**src/rtl/dsw_pkg.sv**
```systemverilog
// constants, types and decoders shared by the drive status word block
// What this block does
// - one read-only word, same for every source
// - bit 1 and object 1: run command
// - bit 2 and object 2: emergency-run mode
// - bit 5 and object 5: second ramp pair
// - bit 6 and object 6: configuration state
// - bit 7 and object 7: alarm state
// - bit 8 and object 8: motor running
// - bit 9 and object 9: enabled, ready
// - bit 10 and object 10: forward direction
// - bit 11 and object 11: jog active
// - bit 12 and object 12: remote mode
// - bit 13 and object 13: undervoltage
// - bit 15 and object 15: fault registered
package dsw_pkg;

    ////////////////////////////////////////////////////////////////////////////
    // word layout
    localparam int          DSW_W         = 16;
    localparam int          DSW_NFLAGS    = 12;
    localparam int          DSW_NUM_W     = 10;
    localparam logic [9:0]  DSW_PARAM_NUM = 10'h2a8;
    localparam logic [15:0] DSW_WORD_RST  = 16'h0000;
    localparam logic [15:0] DSW_RSVD_MASK = 16'h4019;

    localparam int DSW_BIT_RUN_CMD  = 1;
    localparam int DSW_BIT_EMERG    = 2;
    localparam int DSW_BIT_RAMP2    = 5;
    localparam int DSW_BIT_CONFIG   = 6;
    localparam int DSW_BIT_ALARM    = 7;
    localparam int DSW_BIT_RUNNING  = 8;
    localparam int DSW_BIT_ENABLED  = 9;
    localparam int DSW_BIT_FORWARD  = 10;
    localparam int DSW_BIT_JOG      = 11;
    localparam int DSW_BIT_REMOTE   = 12;
    localparam int DSW_BIT_UNDERV   = 13;
    localparam int DSW_BIT_FAULT    = 15;

    // flag k of the synchronised input vector lands on this bit position
    localparam int DSW_FLAG_POS [DSW_NFLAGS] = '{
        DSW_BIT_RUN_CMD, DSW_BIT_EMERG,   DSW_BIT_RAMP2,   DSW_BIT_CONFIG,
        DSW_BIT_ALARM,   DSW_BIT_RUNNING, DSW_BIT_ENABLED, DSW_BIT_FORWARD,
        DSW_BIT_JOG,     DSW_BIT_REMOTE,  DSW_BIT_UNDERV,  DSW_BIT_FAULT
    };

    ////////////////////////////////////////////////////////////////////////////
    // object addressing and timing
    localparam int DSW_BV_IDX_W = 5;

    localparam int DSW_CLK_NS    = 5;
    localparam int DSW_SETTLE_NS = 20;
    localparam int DSW_SETTLE_CYC = (DSW_SETTLE_NS + DSW_CLK_NS - 1) / DSW_CLK_NS;
    localparam int DSW_SETTLE_W  = 3;
    localparam logic [DSW_SETTLE_W-1:0] DSW_SETTLE_LAST = DSW_SETTLE_W'(DSW_SETTLE_CYC - 1);

    typedef enum logic [1:0] {
        DSW_ST_SETTLE = 2'b00,
        DSW_ST_RUN    = 2'b01
    } dsw_state_t;

    ////////////////////////////////////////////////////////////////////////////
    // an object index or bit position that carries a documented status bit
    function automatic logic dsw_bv_mapped(input logic [DSW_BV_IDX_W-1:0] idx);
        logic ok;
        ok = 1'b0;
        if (idx[DSW_BV_IDX_W-1] == 1'b0) begin
            ok = ~DSW_RSVD_MASK[idx[3:0]];
        end
        return ok;
    endfunction : dsw_bv_mapped

endpackage : dsw_pkg

```
**src/rtl/dsw_top.sv**
```systemverilog
// drive status word: assembly, parameter read ports and binary value objects
`timescale 1ns/1ps

module dsw_top
    import dsw_pkg::*;
#(
    parameter int NSRC = 3
) (
    // clock and reset
    input  wire logic                     clk_in,
    input  wire logic                     arst_n_in,

    // drive state levels, asynchronous to clk_in
    input  wire logic                     run_cmd_in,
    input  wire logic                     emerg_run_in,
    input  wire logic                     second_ramp_in,
    input  wire logic                     config_state_in,
    input  wire logic                     alarm_in,
    input  wire logic                     running_in,
    input  wire logic                     enabled_in,
    input  wire logic                     forward_in,
    input  wire logic                     jog_in,
    input  wire logic                     remote_in,
    input  wire logic                     undervolt_in,
    input  wire logic                     fault_in,

    // parameter access, one lane per source
    input  wire logic [NSRC-1:0]          prm_req_in,
    input  wire logic [NSRC-1:0]          prm_wr_in,
    input  wire logic [NSRC*DSW_NUM_W-1:0] prm_num_in,
    output logic      [NSRC-1:0]          prm_ack_out,
    output logic      [NSRC-1:0]          prm_err_out,
    output logic      [NSRC*DSW_W-1:0]    prm_rdata_out,
    output logic      [NSRC-1:0]          prm_chg_out,

    // binary value object reads
    input  wire logic                     bv_req_in,
    input  wire logic [DSW_BV_IDX_W-1:0]  bv_idx_in,
    output logic                          bv_ack_out,
    output logic                          bv_err_out,
    output logic                          bv_val_out,

    // live word and readiness
    output logic      [DSW_W-1:0]         status_word_out,
    output logic                          word_valid_out
);

    ////////////////////////////////////////////////////////////////////////////
    // state

    typedef struct packed {
        dsw_state_t                   st;
        logic [DSW_SETTLE_W-1:0]      settle_cnt;
        logic [DSW_W-1:0]             word;
        logic [NSRC-1:0]              ack;
        logic [NSRC-1:0]              err;
        logic [NSRC-1:0]              chg;
        logic [NSRC-1:0][DSW_W-1:0]   rdata;
        logic                         bv_ack;
        logic                         bv_err;
        logic                         bv_val;
    } dsw_regs_t;

    dsw_regs_t r_r;
    dsw_regs_t r_nxt;

    logic [DSW_NFLAGS-1:0] flags_raw;
    logic [DSW_NFLAGS-1:0] flags_sync;
    logic [DSW_W-1:0]      word_live;

    generate
        if (NSRC < 1 || NSRC > 8) begin : g_bad_nsrc
            $error("dsw_top: NSRC must lie between 1 and 8");
        end
        if (DSW_SETTLE_CYC < 1 || DSW_SETTLE_CYC > (1 << DSW_SETTLE_W)) begin : g_bad_settle
            $error("dsw_top: settle count does not fit its counter");
        end
    endgenerate

    ////////////////////////////////////////////////////////////////////////////
    // input capture; flag order matches DSW_FLAG_POS

    assign flags_raw = {
        fault_in,
        undervolt_in,
        remote_in,
        jog_in,
        forward_in,
        enabled_in,
        running_in,
        alarm_in,
        config_state_in,
        second_ramp_in,
        emerg_run_in,
        run_cmd_in
    };

    dsw_sync #(
        .W (DSW_NFLAGS)
    ) u_sync (
        .clk_in    (clk_in),
        .arst_n_in (arst_n_in),
        .async_in  (flags_raw),
        .sync_out  (flags_sync)
    );

    ////////////////////////////////////////////////////////////////////////////
    // word assembly

    always_comb begin
        word_live = DSW_WORD_RST;
        for (int k = 0; k < DSW_NFLAGS; k++) begin
            // run, emergency-run, ramp, config, alarm, running
            // enabled, forward, jog, remote, undervoltage, fault
            word_live[DSW_FLAG_POS[k]] = flags_sync[k];
        end
        for (int b = 0; b < DSW_W; b++) begin
            // reserved positions are forced low whatever the flag table holds
            if (!dsw_bv_mapped(DSW_BV_IDX_W'(b))) begin
                word_live[b] = 1'b0;
            end
        end
    end

    ////////////////////////////////////////////////////////////////////////////
    // next state

    always_comb begin
        logic [DSW_NUM_W-1:0] num;
        logic                 good_rd;
        num     = '0;
        good_rd = 1'b0;
        r_nxt        = r_r;
        r_nxt.ack    = '0;
        r_nxt.err    = '0;
        r_nxt.bv_ack = 1'b0;
        r_nxt.bv_err = 1'b0;

        // the synchroniser still shows reset zeros for its first cycles,
        // so the word stays at its reset value until the pins are sampled
        case (r_r.st)
            DSW_ST_SETTLE: begin
                if (r_r.settle_cnt == DSW_SETTLE_LAST) begin
                    r_nxt.st = DSW_ST_RUN;
                end else begin
                    r_nxt.settle_cnt = r_r.settle_cnt + 1'b1;
                end
            end
            DSW_ST_RUN: begin
                r_nxt.word = word_live;
            end
            default: begin
                r_nxt.st         = DSW_ST_SETTLE;
                r_nxt.settle_cnt = '0;
                r_nxt.word       = DSW_WORD_RST;
            end
        endcase

        // every source sees the same registered word; writes never reach it
        for (int i = 0; i < NSRC; i++) begin
            num     = prm_num_in[i*DSW_NUM_W +: DSW_NUM_W];
            good_rd = prm_req_in[i] && !prm_wr_in[i] && (num == DSW_PARAM_NUM);
            if (prm_req_in[i]) begin
                r_nxt.ack[i] = 1'b1;
                if (good_rd) begin
                    r_nxt.rdata[i] = r_r.word;
                end else begin
                    r_nxt.err[i]   = 1'b1;
                    r_nxt.rdata[i] = '0;
                end
            end
            // a change in the same cycle as a read keeps the flag set
            r_nxt.chg[i] = (r_r.chg[i] && !good_rd) || (r_nxt.word != r_r.word);
        end

        // object n mirrors bit n; reserved or foreign objects are refused
        if (bv_req_in) begin
            r_nxt.bv_ack = 1'b1;
            if (dsw_bv_mapped(bv_idx_in)) begin
                r_nxt.bv_val = r_r.word[bv_idx_in[3:0]];
            end else begin
                r_nxt.bv_err = 1'b1;
                r_nxt.bv_val = 1'b0;
            end
        end
    end

    ////////////////////////////////////////////////////////////////////////////
    // registers

    always_ff @(posedge clk_in or negedge arst_n_in) begin
        if (!arst_n_in) begin
            r_r.st         <= DSW_ST_SETTLE;
            r_r.settle_cnt <= '0;
            r_r.word       <= DSW_WORD_RST;
            r_r.ack        <= '0;
            r_r.err        <= '0;
            r_r.chg        <= '0;
            r_r.rdata      <= '0;
            r_r.bv_ack     <= 1'b0;
            r_r.bv_err     <= 1'b0;
            r_r.bv_val     <= 1'b0;
        end else begin
            r_r <= r_nxt;
        end
    end

    ////////////////////////////////////////////////////////////////////////////
    // outputs

    assign prm_ack_out     = r_r.ack;
    assign prm_err_out     = r_r.err;
    assign prm_rdata_out   = r_r.rdata;
    assign prm_chg_out     = r_r.chg;
    assign bv_ack_out      = r_r.bv_ack;
    assign bv_err_out      = r_r.bv_err;
    assign bv_val_out      = r_r.bv_val;
    assign status_word_out = r_r.word;
    assign word_valid_out  = (r_r.st == DSW_ST_RUN);

endmodule : dsw_top

```
**src/rtl/dsw_sync.sv**
```systemverilog
// three-stage input synchroniser with agreement filter
`timescale 1ns/1ps

module dsw_sync #(
    parameter int W = 12
) (
    // clock and reset
    input  wire logic         clk_in,
    input  wire logic         arst_n_in,
    // asynchronous levels in, settled levels out
    input  wire logic [W-1:0] async_in,
    output logic      [W-1:0] sync_out
);

    typedef struct packed {
        logic [W-1:0] s1;
        logic [W-1:0] s2;
        logic [W-1:0] s3;
        logic [W-1:0] q;
    } dsw_sync_regs_t;

    dsw_sync_regs_t r_r;
    dsw_sync_regs_t r_nxt;

    generate
        if (W < 1) begin : g_bad_w
            $error("dsw_sync: width must be at least one");
        end
    endgenerate

    ////////////////////////////////////////////////////////////////////////////
    // s1 feeds only s2; a level is taken once the later two stages agree
    always_comb begin
        r_nxt    = r_r;
        r_nxt.s1 = async_in;
        r_nxt.s2 = r_r.s1;
        r_nxt.s3 = r_r.s2;
        for (int i = 0; i < W; i++) begin
            if (r_r.s2[i] == r_r.s3[i]) begin
                r_nxt.q[i] = r_r.s3[i];
            end
        end
    end

    always_ff @(posedge clk_in or negedge arst_n_in) begin
        if (!arst_n_in) begin
            r_r <= '0;
        end else begin
            r_r <= r_nxt;
        end
    end

    assign sync_out = r_r.q;

endmodule : dsw_sync

```
**config.mk**
```make
export PLATFORM = sky130hd
export DESIGN_NAME = dsw_top
export DESIGN_NICKNAME = d
export VERILOG_FILES = /design/src/rtl/dsw_pkg.sv /design/src/rtl/dsw_top.sv /design/src/rtl/dsw_sync.sv
export SDC_FILE = /design/constraint.sdc
export NUM_CORES = 1
export LEC_CHECK = 0
export ABC_AREA = 1
export ABC_CLOCK_PERIOD_IN_PS = 2300
export BUFFER_PORTS_ARGS = -buffer_cell sky130_fd_sc_hd__buf_2
export CAP_MARGIN = 15
export CORE_ASPECT_RATIO = 1.4
export CORE_MARGIN = 1
export CORE_UTILIZATION = 57
export DETAILED_ROUTE_END_ITERATION = 6
export PLACE_DENSITY_LB_ADDON = 0.1
export RECOVER_POWER = 100
export SLEW_MARGIN = 10
export SYNTH_ARGS = -nofsm -noshare
export SYNTH_HDL_FRONTEND = slang
export SYNTH_SLANG_ARGS = --single-unit
export TNS_END_PERCENT = 20
```
**constraint.sdc**
```tcl
create_clock -name clk_in -period 2.3 [get_ports clk_in]
set_input_delay 0.46 -clock clk_in [delete_from_list [all_inputs] [get_ports clk_in]]
set_output_delay 0.46 -clock clk_in [all_outputs]
set_load 0.02 [all_outputs]
```
# [Yosys cells after proc, flatten, opt, wreduce, memory -nomap -nowiden]
# Memories as Yosys holds them, arrays and structs flattened.
# Index checks and enable logic that the tools add are counted.
[classes] n_reduce_logical=21 n_bitwise=2 add_sub_neg=1 eq_ne=20 mux=24 order_cmp=1
[op_table] cell="2-to-1 mux 16 bit" n=3
[op_table] cell="case mux 16 bit (2 select lines)" n=1
[op_table] cell="== test 10 bit (second input constant)" n=3
[op_table] cell="inequality test 16 bit" n=1
[op_table] cell="2-to-1 mux 1 bit" n=15
[op_table] cell="== test 1 bit" n=12
[op_table] cell="case mux 5 bit (2 select lines)" n=1
[op_table] cell="logical AND 1 bit" n=9
[op_table] cell="logical NOT 1 bit" n=6
[op_table] cell="2-to-1 mux 3 bit" n=2
[op_table] cell="< comparator 4 x 5 -> 1 bit (second input constant)" n=1
[op_table] cell="binary-select mux 1 bit (select 4 bit)" n=1
[op_table] cell="inequality test 2 bit (second input constant)" n=2
[op_table] cell="AND reduction 2 bit" n=2
[op_table] cell="adder 3 x 1 -> 3 bit (second input constant)" n=1
[op_table] cell="== test 3 x 2 -> 1 bit (second input constant)" n=1
[op_table] cell="logical OR 1 bit" n=3
[op_table] cell="== test 2 x 1 -> 1 bit (second input constant)" n=1
[op_table] cell="logical NOT 2 bit" n=1
[op_table] cell="2-to-1 mux 2 bit" n=1
[op_table] cell="inverter 1 bit" n=2
[totals] ff_bits=129 output_inout_bits=77 input_bits=56 n_memories=1 mem_bits_ro=16 wordCells=97
[memory_table] memory="(no name shown)" depth=16 width=1 read_ports=1 rd_ports_with_merged_regs=0 write_ports=0 line="dsw_pkg.sv:68" rtl="ok = ~DSW_RSVD_MASK[idx[3:0]];"

# [Depth between registers and ports, before layout]
[depth] depth_word=7 depth_mapped=9 depth_no_buf=8

# [Cells and area by module]
# From an unflattened synthesis, not the netlist that was laid out.
[unflattened] hier_cells=555 hier_area_um2=5579.1
[modules_own_cells] module="dsw_top" area_each_um2=4092.7 n_inst=1 cells_each=447 seq_area_each_um2=2001.9
[modules_own_cells] module="dsw_sync" area_each_um2=1486.4 n_inst=1 cells_each=108 seq_area_each_um2=1201.2

# [Worst setup path before layout]
# No wires, ideal clock.
[synth_timing] kind="input-to-reg" startpoint="input port bv_idx_in[0]" endpoint="register r_r, in the netlist bv_val_out" required_ns=2.184 arrival_time_ns=1.409 path_stages=9 setup_ns=0.116 path_buffers=1 path_slack_ns=0.775 path_cell_list="buf_2 -> inv_2 -> ha_1 -> a21oi_1 -> o21ai_0 -> nand3_1 -> nor2_1 -> nand2_1 -> nand2_1"
[synth_between] elab_chain_len=6 elab_cells_between_ends=8 cone_classes="mux (6); bitwise (1); memory (1)"
[synth_rtl] item="from (decl)" line="dsw_top.sv:38" rtl="input wire logic [DSW_BV_IDX_W-1:0] bv_idx_in,"
[synth_rtl] item="memory (16 x 1 bit)"
[synth_rtl] item="2-to-1 mux 1 bit (implied by the code)" line="dsw_pkg.sv:68"
[synth_rtl] item="inverter 1 bit" line="dsw_pkg.sv:68"
[synth_rtl] item="2-to-1 mux 1 bit" line="dsw_pkg.sv:67" rtl="if (idx[DSW_BV_IDX_W-1] == 1'b0) begin"
[synth_rtl] item="2-to-1 mux 1 bit" line="dsw_top.sv:177" rtl="if (bv_req_in) begin"
[synth_rtl] item="2-to-1 mux 1 bit (*)" line="dsw_top.sv:179" rtl="if (dsw_bv_mapped(bv_idx_in)) begin"
[synth_rtl] item="to (signal assigned)" line="dsw_top.sv:204" rtl="r_r <= r_nxt;"
[synth_rtl] item="to (decl)" line="dsw_top.sv:64" rtl="dsw_regs_t r_r;"
# Every way passes the cells marked *; elsewhere a longest branch is shown, timed or not. The select of a mux whose other input is x is not followed.
# A chain may end at the register's enable or synchronous reset.

==> impl_metrics.toml <==
[die]
fp.coreArea_um2 = 9080
die_area_um2 = 9780
pin_count = 133
row_count = 41
die_w_um = 83.9
initial_utilization = 0.589
die_h_um = 117

[min_path]
hold_end = "u_sync.r_nxt[28]"
hold_start = "alarm_in"
min_delay_path_depth = 1
hold_class = "input pin to flip-flop"

[clocking]
cts_resized = 0
cts_tree = "built"
clockBufferDepth = 2
cts.sinks = 128
h-tree-depth = 4
clk_latency_ps = 410
numCtsBuffers = 17
root_buffer = "clkbuf_16"
clk_pin_slew_ps = 60
post_cts_buffers = 0

[synthesis]
synth.most_common_cell = "dfrtp_1"
synth_common_cells = "dfrtp_1 (128), buf_4 (76), inv_1 (75), nand2_1 (55), o22ai_1 (48)"
yosysTopAreaCell = "dfrtp_1"
ys_types = 27
synth.ff_latch_count = 128
synthesis.area_um2 = 5350
synth_edf_count = 0
async_flop_share = 1.00
yosys-top-cells-area = "dfrtp_1 (60%), buf_4 (11%), o22ai_1 (5.6%)"
avgSynthCellArea_um2 = 10.5
ys_seq_area_frac = 0.599
yosys.area.top_type_share = 0.599
synth_nets = 567
synthCells = 507
ys_warn_count = 0
yosys_most_used_dff = "dfrtp_1"

[sta]
worst_hold_slack_ps = 150
setup_ws_ps = 562
clock_skew_ps = 6.71
tightest_slew_ps = 895
setup_tns_ps = 0
hold_violations = 0
fmax_ghz = 0.575
slew_violations = 0
rsz0062_at_grt = "false"
min_period_ps = 1740
min_period_over_period = 0.756
setup_viol = 0
slew_headroom = 0.403

[global_route]
grt_first_pass_wirelength_mm = 16.8
overflow = 0
grt_usage = 0.231
grt_pass1_vias = 3463
grt_max_degree = 52
antenna_found_initial = 0

[worst_setup_path]
cpPeakStageDelay_ps = 650
worstRegToRegCells = 6
r2r-start = "r_r[79]"
worstSetupPathType = "input pin to flip-flop"
cp_max_fo = 19
critical_path.slowest_cell = "clkbuf_1"
worst_ep_arrival_time_ps = 2020
crit_path_start_kind = "input pin"
path_delay_family = "simple AND/OR/NAND/NOR gates"
endpoint_kind = "flip-flop"
r2r_slack_ps = 680
cp_cell_sequence = "clkbuf_1 > nand3b_1 > nor2_1 > nand4_4 > nand2_1 > nand3_1"
crit_buf_inv = 1
rr_endpoint = "prm_chg_out[2]"
worstPathRequired_ps = 2580

[layout]
register_area_um2 = 3200
stdcell_count = 694
num-fill-cells = 761
fin_nets = 634
drive_gt1_frac = 0.152
n_antenna_cell = 0
design_area_um2 = 6070
syn2layout_area_growth_pct = 13.6
multi_input_area_um2 = 1190

[drt]
drtIter0Drc = 157
wl_met1_mm = 4.27
firstDrtPassIters = 6
vias = 3550
drcViolationCount = 22
wl_per_cell_um = 15.0
viasPerCell = 5.12
dr_wl_met3_um = 580
finalWirelength_mm = 10.4
drtAntennaViolNets = 0
route.top_layer_used = "met4"
wl_met2_mm = 5.42

[run]
cap_violations = 0

[power_and_ir_drop]
power_density_nw_per_um2 = 925
ir_drop_v = 0.000760
comb_power_share = 0.066
clockPowerShare = 0.509
p_int_w = 0.00439
leakage_nw = 2.82
switching_share = 0.219
pwr-share-seq = 0.425
p_sw_w = 0.00123

[place]
post-place-ws_ps = 550
post_dp_cell_area_um2 = 5540
io_buffers = 132
routabilityCongestion = 0.753
dp.cells = 661
dp_hpwl_mm = 7.30

[outcome]
violations = "design-rule violations"
status = "finished with violations"
## layout make-up
type / instances / area share
well taps: 107 / 0.0220
repair buffers: 137 / 0.102
flip-flops and latches: 128 / 0.527
clock inverters: 9 / 0.0253
inverters: 76 / 0.0470
clock buffers: 23 / 0.0803
multi-input cells: 214 / 0.196
## through the flow
| stage | utilization | total power (W) |
|---|---|---|
| final | 0.669 | 0.00562 |
| after global routing | 0.669 | 0.00583 |
| after CTS | 0.682 | 0.00569 |
| after detailed placement | 0.610 | 0.00282 |
| after global placement | 0.610 | 0.00280 |
| after floorplan | - | 0.00266 |
## worst register-to-register path, cell delays in order, from the launching register on
cell and delay [ps]:
dfrtp_1 490, buf_12 250, nand2_1 120, nand3_1 90, nand4_1 120, nor3_2 290, nand3_1 120
## power groups by stage
stage | clock network (W) | logic (W) | registers (W)
after floorplan | 0 | 0.000243 | 0.00242
after global placement | 0 | 0.000375 | 0.00243
after detailed placement | 0 | 0.000387 | 0.00243
after CTS | 0.00290 | 0.000391 | 0.00239
after global routing | 0.00301 | 0.000421 | 0.00240
final | 0.00286 | 0.000371 | 0.00239
## per-layer routing
| metal | GRT usage | up-vias |
|---|---|---|
| met3 | 0.0735 | 15 |
| met5 | 0 | - |
| li1 | - | 1708 |
| met4 | 0.0897 | 0 |
| met1 | 0.271 | 1725 |
| met2 | 0.399 | 102 |
## state kept, by name (all words and copies together), names as in the netlist
| register | cells |
|---|---|
| bv_err_out | 1 |
| status_word_out | 16 |
| bv_ack_out | 1 |
| prm_err_out | 3 |
| u_sync.r_nxt | 24 |
| prm_chg_out | 3 |
| u_sync.r_r | 12 |
| u_sync.sync_out | 12 |
| bv_val_out | 1 |
| r_r | 4 |
| prm_rdata_out | 48 |
| prm_ack_out | 3 |
## kinds of logic after synthesis
family	Yosys count	share of synthesized area
xor+xnor	1	0.00164
compound gates	68	0.0756
fa+ha+maj	16	0.0318
buf+inv	165	0.176
flops	128	0.599
simple gates	129	0.116
## cell usage in the layout, fill, tap and decap left out, drive strengths merged, types with 2 or more instances in the layout
cell type / n
dfrtp: 128
nor3: 3
buf: 53
a21oi: 4
nand2: 57
clkinvlp: 2
nand3b: 3
maj3: 12
nor2: 18
ha: 4
o21ai: 14
nand3: 44
o22ai: 48
nand4: 3
clkinv: 3
bufinv: 4
inv: 76
clkbuf: 106
## how the worst max path moves through the flow
stage             startpoint  slack, ps  depth (start not counted)             end
2_1_floorplan   bv_idx_in[0]        770                          9      bv_val_out
3_3_place_gp   prm_req_in[1]        600                          6  prm_chg_out[1]
3_5_place_dp   prm_req_in[1]        550                          6  prm_chg_out[1]
4_1_cts              r_r[79]        690                          1  word_valid_out
5_1_grt        prm_req_in[1]        330                          6  prm_chg_out[1]
6_report       prm_req_in[0]        560                          6  prm_chg_out[0]
## repair_timing
| item | in CTS | in global routing |
|---|---|---|
| hold buffers | 1 | 0 |
| setup endpoints to repair | 0 | 0 |
| hold endpoints to repair | 23 | 0 |
Power figures use the tool's default switching activity.
